**config.mk**
```make
export PLATFORM = sky130hd
export DESIGN_NAME = ppt_top
export DESIGN_NICKNAME = d
export VERILOG_FILES = /design/src/core/ppt_pkg.sv /design/src/core/ppt_pat_if.sv /design/src/core/ppt_gen.sv /design/src/core/ppt_chk.sv /design/src/core/ppt_top.sv
export VERILOG_INCLUDE_DIRS = /design/src /design/src/core
export SDC_FILE = /design/constraint.sdc
export NUM_CORES = 1
export LEC_CHECK = 0
export ABC_AREA = 1
export BUFFER_PORTS_ARGS = -buffer_cell sky130_fd_sc_hd__buf_2
export CAP_MARGIN = 15
export CORE_MARGIN = 2
export CORE_UTILIZATION = 57
export DETAILED_ROUTE_END_ITERATION = 7
export PLACE_DENSITY = 0.85
export SYNTH_ARGS = -nofsm -noshare
export SYNTH_HDL_FRONTEND = slang
export SYNTH_SLANG_ARGS = --single-unit
```
**constraint.sdc**
```tcl
create_clock -name CLK -period 5.9 [get_ports CLK]
set_input_delay 1.18 -clock CLK [delete_from_list [all_inputs] [get_ports CLK]]
set_output_delay 1.18 -clock CLK [all_outputs]
set_load 0.1 [all_outputs]
```
**src/core/ppt_defines.svh**
```systemverilog
// Register indices, field positions, reset values and counts of the pattern tester
`ifndef PPT_DEFINES_SVH
`define PPT_DEFINES_SVH

// Register indices; byte address is four times the index
`define PPT_IDX_CTRL 8'h71
`define PPT_IDX_STAT 8'h72
`define PPT_IDX_IND  8'h73
`define PPT_IDX_CFG  8'hC7
`define PPT_IDX_NONE 8'hFF

// pattern_control fields
`define PPT_F_EINS   0
`define PPT_F_RECEIVE_INVERT   1
`define PPT_F_TRANSMIT_INVERT   2
`define PPT_F_SEQ_LO 4
`define PPT_F_SEQ_HI 5

// pattern_status_and_irq_enable fields
`define PPT_F_SYNC 0
`define PPT_F_BIT_ERROR_IRQ_ENABLE 1
`define PPT_F_SYNE 2

// pattern_irq_indication fields
`define PPT_F_BIT_ERROR_INDICATION 0
`define PPT_F_SYNI 1

// payload_test_configuration fields
`define PPT_F_TEN     0
`define PPT_F_MODE_LO 1
`define PPT_F_MODE_HI 2
`define PPT_F_DIR     3

// Reset values and counts
`define PPT_RST_BYTE  8'h00
`define PPT_SEED      20'hFFFFF
`define PPT_SYNC_HITS 6'h20
`define PPT_WIN_LAST  6'h2F
`define PPT_ERR_LIMIT 4'hA
`define PPT_LSB_IDX   3'h7

`endif

```
**src/core/ppt_pkg.sv**
```systemverilog
// Types and the sequence feedback function of the pattern tester
package ppt_pkg;

    typedef enum logic [1:0] {SEQ_11, SEQ_15, SEQ_20, SEQ_RSV} ppt_seq_e;
    typedef enum logic [1:0] {MODE_UNF, MODE_8, MODE_7, MODE_RSV} ppt_mode_e;
    typedef enum logic [1:0] {CHK_IDLE, CHK_HUNT, CHK_SYNC} ppt_chk_e;

    // Feedback of the selected sequence; reserved code runs the short one
    function automatic logic ppt_fb(ppt_seq_e s, logic [19:0] r);
        case (s)
            SEQ_15:  ppt_fb = r[14] ^ r[13];
            SEQ_20:  ppt_fb = r[19] ^ r[16];
            default: ppt_fb = r[10] ^ r[8];
        endcase
    endfunction

endpackage

```
**src/core/ppt_pat_if.sv**
```systemverilog
// Signals shared by the tester core, its generator and its checker
interface ppt_pat_if;
    import ppt_pkg::*;
    ppt_seq_e seq;
    logic     run;
    logic     g_step;
    logic     g_bit;
    logic     c_step;
    logic     c_bit;
    logic     c_err;
    logic     c_sync;
    modport ctl (output seq, run, g_step, c_step, c_bit, input g_bit, c_err, c_sync);
    modport gen (input seq, run, g_step, output g_bit);
    modport chk (input seq, run, c_step, c_bit, output c_err, c_sync);
endinterface

```
**src/core/ppt_gen.sv**
```systemverilog
// Pattern generator shift register
`include "ppt_defines.svh"
module ppt_gen (
    // Clock and reset
    input wire logic clk,
    input wire logic rst,
    // Core side
    ppt_pat_if.gen   p
);
    import ppt_pkg::*;

    logic [19:0] sh_r;
    logic        fb;

    assign fb = ppt_fb(p.seq, sh_r);
    assign p.g_bit = fb;

    // Reseeded whenever the test is off, so each start gives the same stream
    always_ff @(posedge clk or posedge rst) begin
        if (rst) begin
            sh_r <= `PPT_SEED;
        end else if (!p.run) begin
            sh_r <= `PPT_SEED;
        end else if (p.g_step) begin
            sh_r <= {sh_r[18:0], fb};
        end
    end
endmodule

```
**src/core/ppt_chk.sv**
```systemverilog
// Pattern checker: self-synchronising predictor with sync and loss of sync
`include "ppt_defines.svh"
module ppt_chk (
    // Clock and reset
    input wire logic clk,
    input wire logic rst,
    // Core side
    ppt_pat_if.chk   p
);
    import ppt_pkg::*;

    ppt_chk_e    st_r;
    ppt_chk_e    st_nxt;
    logic [19:0] hist_r;
    logic [5:0]  hits_r;
    logic [5:0]  win_r;
    logic [3:0]  errs_r;
    logic        miss;
    logic        lose;
    logic        gain;

    // Prediction from received history, so no seed alignment is needed
    assign miss = p.c_step & (p.c_bit ^ ppt_fb(p.seq, hist_r));
    assign gain = p.c_step & !miss & (hits_r == `PPT_SYNC_HITS - 6'h01);
    assign lose = miss & (errs_r >= `PPT_ERR_LIMIT);
    assign p.c_err = (st_r == CHK_SYNC) & miss;
    assign p.c_sync = (st_r == CHK_SYNC);

    always_comb begin
        st_nxt = st_r;
        case (st_r)
            CHK_IDLE: st_nxt = p.run ? CHK_HUNT : CHK_IDLE;
            CHK_HUNT: st_nxt = !p.run ? CHK_IDLE : (gain ? CHK_SYNC : CHK_HUNT);
            CHK_SYNC: st_nxt = !p.run ? CHK_IDLE : (lose ? CHK_HUNT : CHK_SYNC);
            default:  st_nxt = CHK_IDLE;
        endcase
    end

    always_ff @(posedge clk or posedge rst) begin
        if (rst) begin
            st_r   <= CHK_IDLE;
            hist_r <= 20'h00000;
        end else begin
            st_r <= st_nxt;
            if (p.c_step) begin
                hist_r <= {hist_r[18:0], p.c_bit};
            end
        end
    end

    // Match run while hunting; fixed window and error count while in sync
    always_ff @(posedge clk or posedge rst) begin
        if (rst) begin
            hits_r <= 6'h00;
            win_r  <= 6'h00;
            errs_r <= 4'h0;
        end else if (st_r != CHK_SYNC || st_nxt != CHK_SYNC) begin
            hits_r <= (st_r == CHK_HUNT && p.c_step && !miss) ? hits_r + 6'h01
                    : ((st_r == CHK_HUNT && !p.c_step) ? hits_r : 6'h00);
            win_r  <= 6'h00;
            errs_r <= 4'h0;
        end else if (p.c_step) begin
            win_r  <= (win_r == `PPT_WIN_LAST) ? 6'h00 : win_r + 6'h01;
            errs_r <= (win_r == `PPT_WIN_LAST) ? 4'h0 : errs_r + {3'h0, miss};
        end
    end
endmodule

```
**src/core/ppt_top.sv**
```systemverilog
// Pattern tester core: AHB-Lite registers, slot insertion and extraction
// What this block does
// - Inject pattern in one path, check opposite path, per direction bit.
// - Two-bit framing mode: unframed, 8-bit slots or 7-bit slots.
// - Unframed: every bit used for test, slot selection ignored.
// - Slot modes: only slots with their test bit set are used.
// - 7-bit mode: only upper seven bits of a slot used, last untouched.
// - Sequence select picks 2^11-1, 2^15-1 or 2^20-1 sequence.
// - Generation starts on a 0 to 1 edge of test enable.
// - Writing 1 to error insert flips exactly one generated bit.
// - Transmit invert applies before the single error is inserted.
// - Checker starts extracting on a 0 to 1 edge of test enable.
// - Checker predicts sequence from extracted bits; matches declare sync.
// - In sync each mismatch latches bit error flag and pulses counters.
// - Bit error flag with its enable asserts the interrupt.
// - More than 10 errors in a fixed 48-bit window loses sync.
// - Any sync state change sets the sync change flag.
// - Sync change flag with its enable asserts the interrupt.
// - Receive invert flips extracted bits before comparison.
// - Interrupt output is driven low while an enabled source pends.
//
// Implementation choice: the AHB-Lite interface to the registers.
`include "ppt_defines.svh"
module ppt_top (
    // Clock and reset
    input  wire logic        CLK,
    input  wire logic        RST,
    // AHB-Lite slave
    input  wire logic        HSEL,
    input  wire logic [31:0] HADDR,
    input  wire logic [1:0]  HTRANS,
    input  wire logic        HWRITE,
    input  wire logic [2:0]  HSIZE,
    input  wire logic [31:0] HWDATA,
    input  wire logic        HREADY,
    output logic             HREADYOUT,
    output logic             HRESP,
    output logic [31:0]      HRDATA,
    // Transmit payload path
    input  wire logic        TX_DIN,
    input  wire logic        TX_STB,
    input  wire logic        TX_SLOT_TEST,
    input  wire logic [2:0]  TX_BIT_IDX,
    output logic             TX_DOUT,
    output logic             TX_OSTB,
    // Receive payload path
    input  wire logic        RX_DIN,
    input  wire logic        RX_STB,
    input  wire logic        RX_SLOT_TEST,
    input  wire logic [2:0]  RX_BIT_IDX,
    output logic             RX_DOUT,
    output logic             RX_OSTB,
    // Status
    output logic             PMON_BIT_ERR,
    output logic             INT_N
);
    import ppt_pkg::*;

    ppt_pat_if pat ();

    // Register state
    logic       transmit_invert_r;
    logic       receive_invert_r;
    logic       eins_r;
    ppt_seq_e   seq_r;
    logic       bit_error_irq_enable_r;
    logic       sync_change_irq_enable_r;
    logic       bit_error_indication_r;
    logic       sync_change_indication_r;
    logic       ten_r;
    ppt_mode_e  mode_r;
    logic       dir_r;
    logic       run_r;
    logic       ten_d_r;
    logic       sync_d_r;

    // Bus state
    logic       dwr_r;
    logic [7:0] didx_r;
    logic [7:0] rd_r;

    // Outputs
    logic       tx_dout_r;
    logic       tx_ostb_r;
    logic       rx_dout_r;
    logic       rx_ostb_r;
    logic       pmon_r;
    logic       int_n_r;

    // Decode wires
    logic       ap_ok;
    logic [7:0] ap_idx;
    logic [7:0] ctrl_rd;
    logic [7:0] stat_rd;
    logic [7:0] ind_rd;
    logic [7:0] cfg_rd;
    logic [7:0] rd_val;
    logic       wr_ctrl;
    logic       wr_stat;
    logic       wr_ind;
    logic       wr_cfg;
    logic       eins_wr;
    logic       clr_bit_error_indication;
    logic       clr_sync_change_indication;
    logic       tx_hit;
    logic       rx_hit;
    logic       pat_bit;
    logic       irq;

    // Slot selection, shared by both paths
    function automatic logic slot_hit(ppt_mode_e m, logic test, logic [2:0] idx);
        case (m)
            MODE_8:  slot_hit = test;
            MODE_7:  slot_hit = test & (idx != `PPT_LSB_IDX);
            default: slot_hit = 1'b1;
        endcase
    endfunction

    // Address phase; anything above the register window is unmapped
    assign ap_ok  = HSEL & HREADY & HTRANS[1];
    assign ap_idx = (HADDR[31:10] == 22'h0) ? HADDR[9:2] : `PPT_IDX_NONE;

    assign ctrl_rd = {2'h0, seq_r, 1'b0, transmit_invert_r, receive_invert_r, eins_r};
    assign stat_rd = {5'h00, sync_change_irq_enable_r, bit_error_irq_enable_r, pat.c_sync};
    assign ind_rd  = {6'h00, sync_change_indication_r, bit_error_indication_r};
    assign cfg_rd  = {4'h0, dir_r, mode_r, ten_r};
    assign rd_val  = (ap_idx == `PPT_IDX_CTRL) ? ctrl_rd
                   : (ap_idx == `PPT_IDX_STAT) ? stat_rd
                   : (ap_idx == `PPT_IDX_IND)  ? ind_rd
                   : (ap_idx == `PPT_IDX_CFG)  ? cfg_rd
                   : 8'h00;

    // Data phase write strobes
    assign wr_ctrl   = dwr_r & (didx_r == `PPT_IDX_CTRL);
    assign wr_stat   = dwr_r & (didx_r == `PPT_IDX_STAT);
    assign wr_ind    = dwr_r & (didx_r == `PPT_IDX_IND);
    assign wr_cfg    = dwr_r & (didx_r == `PPT_IDX_CFG);
    assign eins_wr   = wr_ctrl & HWDATA[`PPT_F_EINS];
    assign clr_bit_error_indication  = wr_ind & HWDATA[`PPT_F_BIT_ERROR_INDICATION];
    assign clr_sync_change_indication = wr_ind & HWDATA[`PPT_F_SYNI];

    // Zero wait states, never an error
    assign HREADYOUT = 1'b1;
    assign HRESP     = 1'b0;
    assign HRDATA    = {24'h000000, rd_r};

    // Path steering
    assign tx_hit  = TX_STB & run_r & slot_hit(mode_r, TX_SLOT_TEST, TX_BIT_IDX);
    assign rx_hit  = RX_STB & run_r & slot_hit(mode_r, RX_SLOT_TEST, RX_BIT_IDX);
    assign pat_bit = pat.g_bit ^ transmit_invert_r ^ eins_r;

    assign pat.seq    = seq_r;
    assign pat.run    = run_r;
    assign pat.g_step = dir_r ? rx_hit : tx_hit;
    assign pat.c_step = dir_r ? tx_hit : rx_hit;
    assign pat.c_bit  = (dir_r ? TX_DIN : RX_DIN) ^ receive_invert_r;

    assign irq = (bit_error_indication_r & bit_error_irq_enable_r) | (sync_change_indication_r & sync_change_irq_enable_r);

    assign TX_DOUT      = tx_dout_r;
    assign TX_OSTB      = tx_ostb_r;
    assign RX_DOUT      = rx_dout_r;
    assign RX_OSTB      = rx_ostb_r;
    assign PMON_BIT_ERR = pmon_r;
    assign INT_N        = int_n_r;

    ppt_gen u_gen (
        .clk (CLK),
        .rst (RST),
        .p   (pat.gen)
    );

    ppt_chk u_chk (
        .clk (CLK),
        .rst (RST),
        .p   (pat.chk)
    );

    // Reads are sampled in the address phase; the master never overlaps phases
    always_ff @(posedge CLK or posedge RST) begin
        if (RST) begin
            dwr_r  <= 1'b0;
            didx_r <= `PPT_IDX_NONE;
            rd_r   <= `PPT_RST_BYTE;
        end else begin
            dwr_r  <= ap_ok & HWRITE;
            didx_r <= ap_ok ? ap_idx : `PPT_IDX_NONE;
            rd_r   <= (ap_ok & !HWRITE) ? rd_val : rd_r;
        end
    end

    always_ff @(posedge CLK or posedge RST) begin
        if (RST) begin
            transmit_invert_r <= 1'b0;
            receive_invert_r <= 1'b0;
            seq_r  <= SEQ_11;
        end else if (wr_ctrl) begin
            transmit_invert_r <= HWDATA[`PPT_F_TRANSMIT_INVERT];
            receive_invert_r <= HWDATA[`PPT_F_RECEIVE_INVERT];
            seq_r  <= ppt_seq_e'(HWDATA[`PPT_F_SEQ_HI:`PPT_F_SEQ_LO]);
        end
    end

    always_ff @(posedge CLK or posedge RST) begin
        if (RST) begin
            bit_error_irq_enable_r  <= 1'b0;
            sync_change_irq_enable_r <= 1'b0;
        end else if (wr_stat) begin
            bit_error_irq_enable_r  <= HWDATA[`PPT_F_BIT_ERROR_IRQ_ENABLE];
            sync_change_irq_enable_r <= HWDATA[`PPT_F_SYNE];
        end
    end

    always_ff @(posedge CLK or posedge RST) begin
        if (RST) begin
            ten_r  <= 1'b0;
            mode_r <= MODE_UNF;
            dir_r  <= 1'b0;
        end else if (wr_cfg) begin
            ten_r  <= HWDATA[`PPT_F_TEN];
            mode_r <= ppt_mode_e'(HWDATA[`PPT_F_MODE_HI:`PPT_F_MODE_LO]);
            dir_r  <= HWDATA[`PPT_F_DIR];
        end
    end

    // Test runs only after a rising edge of the enable, and stops with it
    always_ff @(posedge CLK or posedge RST) begin
        if (RST) begin
            ten_d_r <= 1'b0;
            run_r   <= 1'b0;
        end else begin
            ten_d_r <= ten_r;
            run_r   <= ten_r & (run_r | !ten_d_r);
        end
    end

    // One pending inversion, used up by the next generated bit; a new write wins
    always_ff @(posedge CLK or posedge RST) begin
        if (RST) begin
            eins_r <= 1'b0;
        end else begin
            eins_r <= eins_wr | (eins_r & !pat.g_step);
        end
    end

    // Sticky flags; a set in the clearing cycle wins
    always_ff @(posedge CLK or posedge RST) begin
        if (RST) begin
            sync_d_r <= 1'b0;
            bit_error_indication_r   <= 1'b0;
            sync_change_indication_r  <= 1'b0;
        end else begin
            sync_d_r <= pat.c_sync;
            bit_error_indication_r   <= pat.c_err | (bit_error_indication_r & !clr_bit_error_indication);
            sync_change_indication_r  <= (pat.c_sync ^ sync_d_r) | (sync_change_indication_r & !clr_sync_change_indication);
        end
    end

    always_ff @(posedge CLK or posedge RST) begin
        if (RST) begin
            pmon_r  <= 1'b0;
            int_n_r <= 1'b1;
        end else begin
            pmon_r  <= pat.c_err;
            int_n_r <= !irq;
        end
    end

    // Unselected bits pass unchanged with the same one-cycle delay
    always_ff @(posedge CLK or posedge RST) begin
        if (RST) begin
            tx_dout_r <= 1'b0;
            tx_ostb_r <= 1'b0;
            rx_dout_r <= 1'b0;
            rx_ostb_r <= 1'b0;
        end else begin
            tx_dout_r <= (tx_hit & !dir_r) ? pat_bit : TX_DIN;
            tx_ostb_r <= TX_STB;
            rx_dout_r <= (rx_hit & dir_r) ? pat_bit : RX_DIN;
            rx_ostb_r <= RX_STB;
        end
    end
endmodule

```
==> out/results.tsv <==
metric	value	unit
power	1.49	mW
wl	9300	µm
crit_slowest_cell	buf_4	
slew_headroom	51.6	%
syn_area_per_cell	8.44	µm²
mostFrequentLayoutCell	nand2_1	
ys_types	44	
clk_pin_slew	90	ps
path_class	input pin to register	
synth.area.top_cells	dfrtp_1, dfstp_2, nand2_1	
critPathMaxFanout	36	
fin_cells	751	
fin_crit	3090	ps
grt_max_degree	59	
ant_nets	0	
synth_top_area_cell	dfrtp_1	
r2r_cells	13	
p_leak	2.65	nW
end_kind	register	
cts_buffers	9	
cp-start-kind	input pin	
drt_pass1_iterations	4	
ios	126	
die_h	96.6	µm
grt.total_usage	22.3	%
fmax	0.323	GHz
setup_ws	2810	ps
cts_tree	yes	
antenna_found_initial	0	
postCtsHoldBufs	0	
synth_top_area_share	33.8	%
finalCritPeriodShare	52.4	%
drt_iter0_drc	222	
min_path_cells	1	
fin_setup_tns	0	ps
post_cts_buffers	0	
clock_latency	370	ps
grt_pass1_vias	3724	
reg2reg_slack	2930	ps
r2r-end	u_chk.errs_r[3]$_DFFE_PP0P_	
io_buffer_count	65	
dp_hpwl	6710	µm
ctsRootBufferMaster	clkbuf_8	
fp.coreArea	8260	µm²
cts.sinks	95	
p_per_area	279	nW/µm²
die-area	9330	µm²
reg2reg_from	pat.run$_DFF_PP0_	
post_drt_wl_per_cell	12.4	µm
ys_seq_area_share	49.4	%
hold_end	pat.run$_DFF_PP0_	
cts.repair.resized	0	
gp_congestion	0.902	
cts-htree-levels	3	
grt_pass1_wl	16100	µm
overflow	0	
yosysWarnings	0	
die_w	96.6	µm
drc_errors	0	
via_per_inst	5.16	
cts_max_path_buffers	2	
synth_ff_type	dfrtp_1	
hp-class	register to register	
ys_ff_latch	95	
synthCells	579	
drive_gt1_share	23.2	%
syn_area	4890	µm²
tightestPinTransition	727	ps
crit_path_frequent_cell	nand3_1	
final_cell_mix	nand2_1, dfrtp_1, buf_2, nor2_1, nand3_1	
maxCapViolCount	0	
area_growth	9.58	%
arrival	3390	ps
cp_num_buf_inv	4	
grt_setup_unrepaired	no	
final-max-slew-violation-count	0	
worstHoldStart	ten_d_r$_DFF_PP0_	
dp_cells	735	
synth-edff-count	0	
rows	33	
nets	735	
vias	3878	
status	completed	
crit_path_max_incr_delay	350	ps
hold_violations	0	
finClkSkew	6.62	ps
peakVddDrop	132	µV
dp_slack	2430	ps
ys_async_sr_fraction	100	%
setup_viol	0	
crit_chain	buf_2 -> nand3_1 -> nand3_1 -> nand3_1 -> nand2_1 -> o21ai_4 -> buf_4 -> inv_2 -> nor2_4 -> ha_1 -> nand3_1 -> xor2_1 -> o22ai_1 -> inv_1 -> nor2_2	
critPathTopFamily	buffers and inverters	
n_antenna_cell	0	
cp.required	6200	ps
start_util	59.2	%
## cell usage after synthesis, drive strengths merged (2+ instances only)
library cell,number
dfstp,29
nor2,62
nand3b,2
nand2,159
o21ai,45
inv,51
conb,2
dfrtp,66
ha,8
or2,3
nand4,7
xnor2,2
o22ai,2
nand3,56
clkbuf,10
xor2,8
o211ai,5
o31ai,2
buf,32
mux2,2
a21oi,15
nor3,5
## routing by layer
metal,vias up,routed length (µm),track usage (%)
li1,1923,-,-
met1,1828,4150,28.0
met2,113,4570,39.4
met3,14,411,3.41
met4,0,170,7.75
met5,-,0,0
## where the power goes
group	internal, mW	switching [mW]	leakage (nW)	total (mW)
clock	0.155	0.233	0.0829	0.389
sequential	0.754	0.0478	1.14	0.802
combinational	0.0804	0.223	1.43	0.303
total	0.990	0.504	2.65	1.49
## final cells by class
type                       count  area [µm²]
timing repair buffer          67         340
sequential                    95        2410
tap                          105         131
clock inverter                 6        46.3
inverter                      51         193
multi-input combinational    417        2100
fill                         663        2900
clock buffer                  10         128
## stage by stage
stage,cell area (µm²),util [%],hold WS [ps]
after floorplan,4980,-,389
after global placement,5180,62.7,408
after detailed placement,5180,62.7,421
after CTS,5350,64.8,432
after global routing,5350,64.8,459
final,5350,64.8,438
## state kept, by name (all words and copies together) (netlist names), 2 cells and up
register	flops
u_chk.win_r	6
mode_r	2
u_chk.hist_r	20
rd_r	6
u_gen.sh_r	20
pat.seq	2
u_chk.errs_r	4
u_chk.st_r	2
u_chk.hits_r	6
didx_r	8
## cells by family (layout without fill, tap and decap cells)
| kind of cell | Yosys count | after routing | share of synthesized area (%) |
|---|---|---|---|
| XOR/XNOR | 10 | 10 | 2.33 |
| AND/OR/NAND/NOR | 296 | 296 | 26.9 |
| flip-flops | 95 | 95 | 49.4 |
| AO/OA/AOI/OAI | 73 | 73 | 9.12 |
| buffers and inverters | 93 | 134 | 9.58 |
| other | 2 | 28 | 0.154 |
| adder cells (fa/ha/maj) | 8 | 8 | 2.05 |
| multiplexers | 2 | 2 | 0.461 |
## worst max path at each step
stage | slack [ps] | to | cells past startpoint | start
after global routing | 2550 | u_chk.errs_r[3]$_DFFE_PP0P_ | 15 | TX_BIT_IDX[2]
after detailed placement | 2430 | u_chk.errs_r[2]$_DFFE_PP0P_ | 14 | TX_BIT_IDX[2]
after floorplan | 2290 | PMON_BIT_ERR$_DFF_PP0_ | 1 | RST
final | 2810 | u_chk.errs_r[3]$_DFFE_PP0P_ | 15 | TX_BIT_IDX[2]
after global placement | 2510 | u_chk.errs_r[3]$_DFFE_PP0P_ | 15 | TX_BIT_IDX[1]
after CTS | 2810 | u_chk.errs_r[2]$_DFFE_PP0P_ | 14 | TX_BIT_IDX[2]
Power figures use the tool's default switching activity.
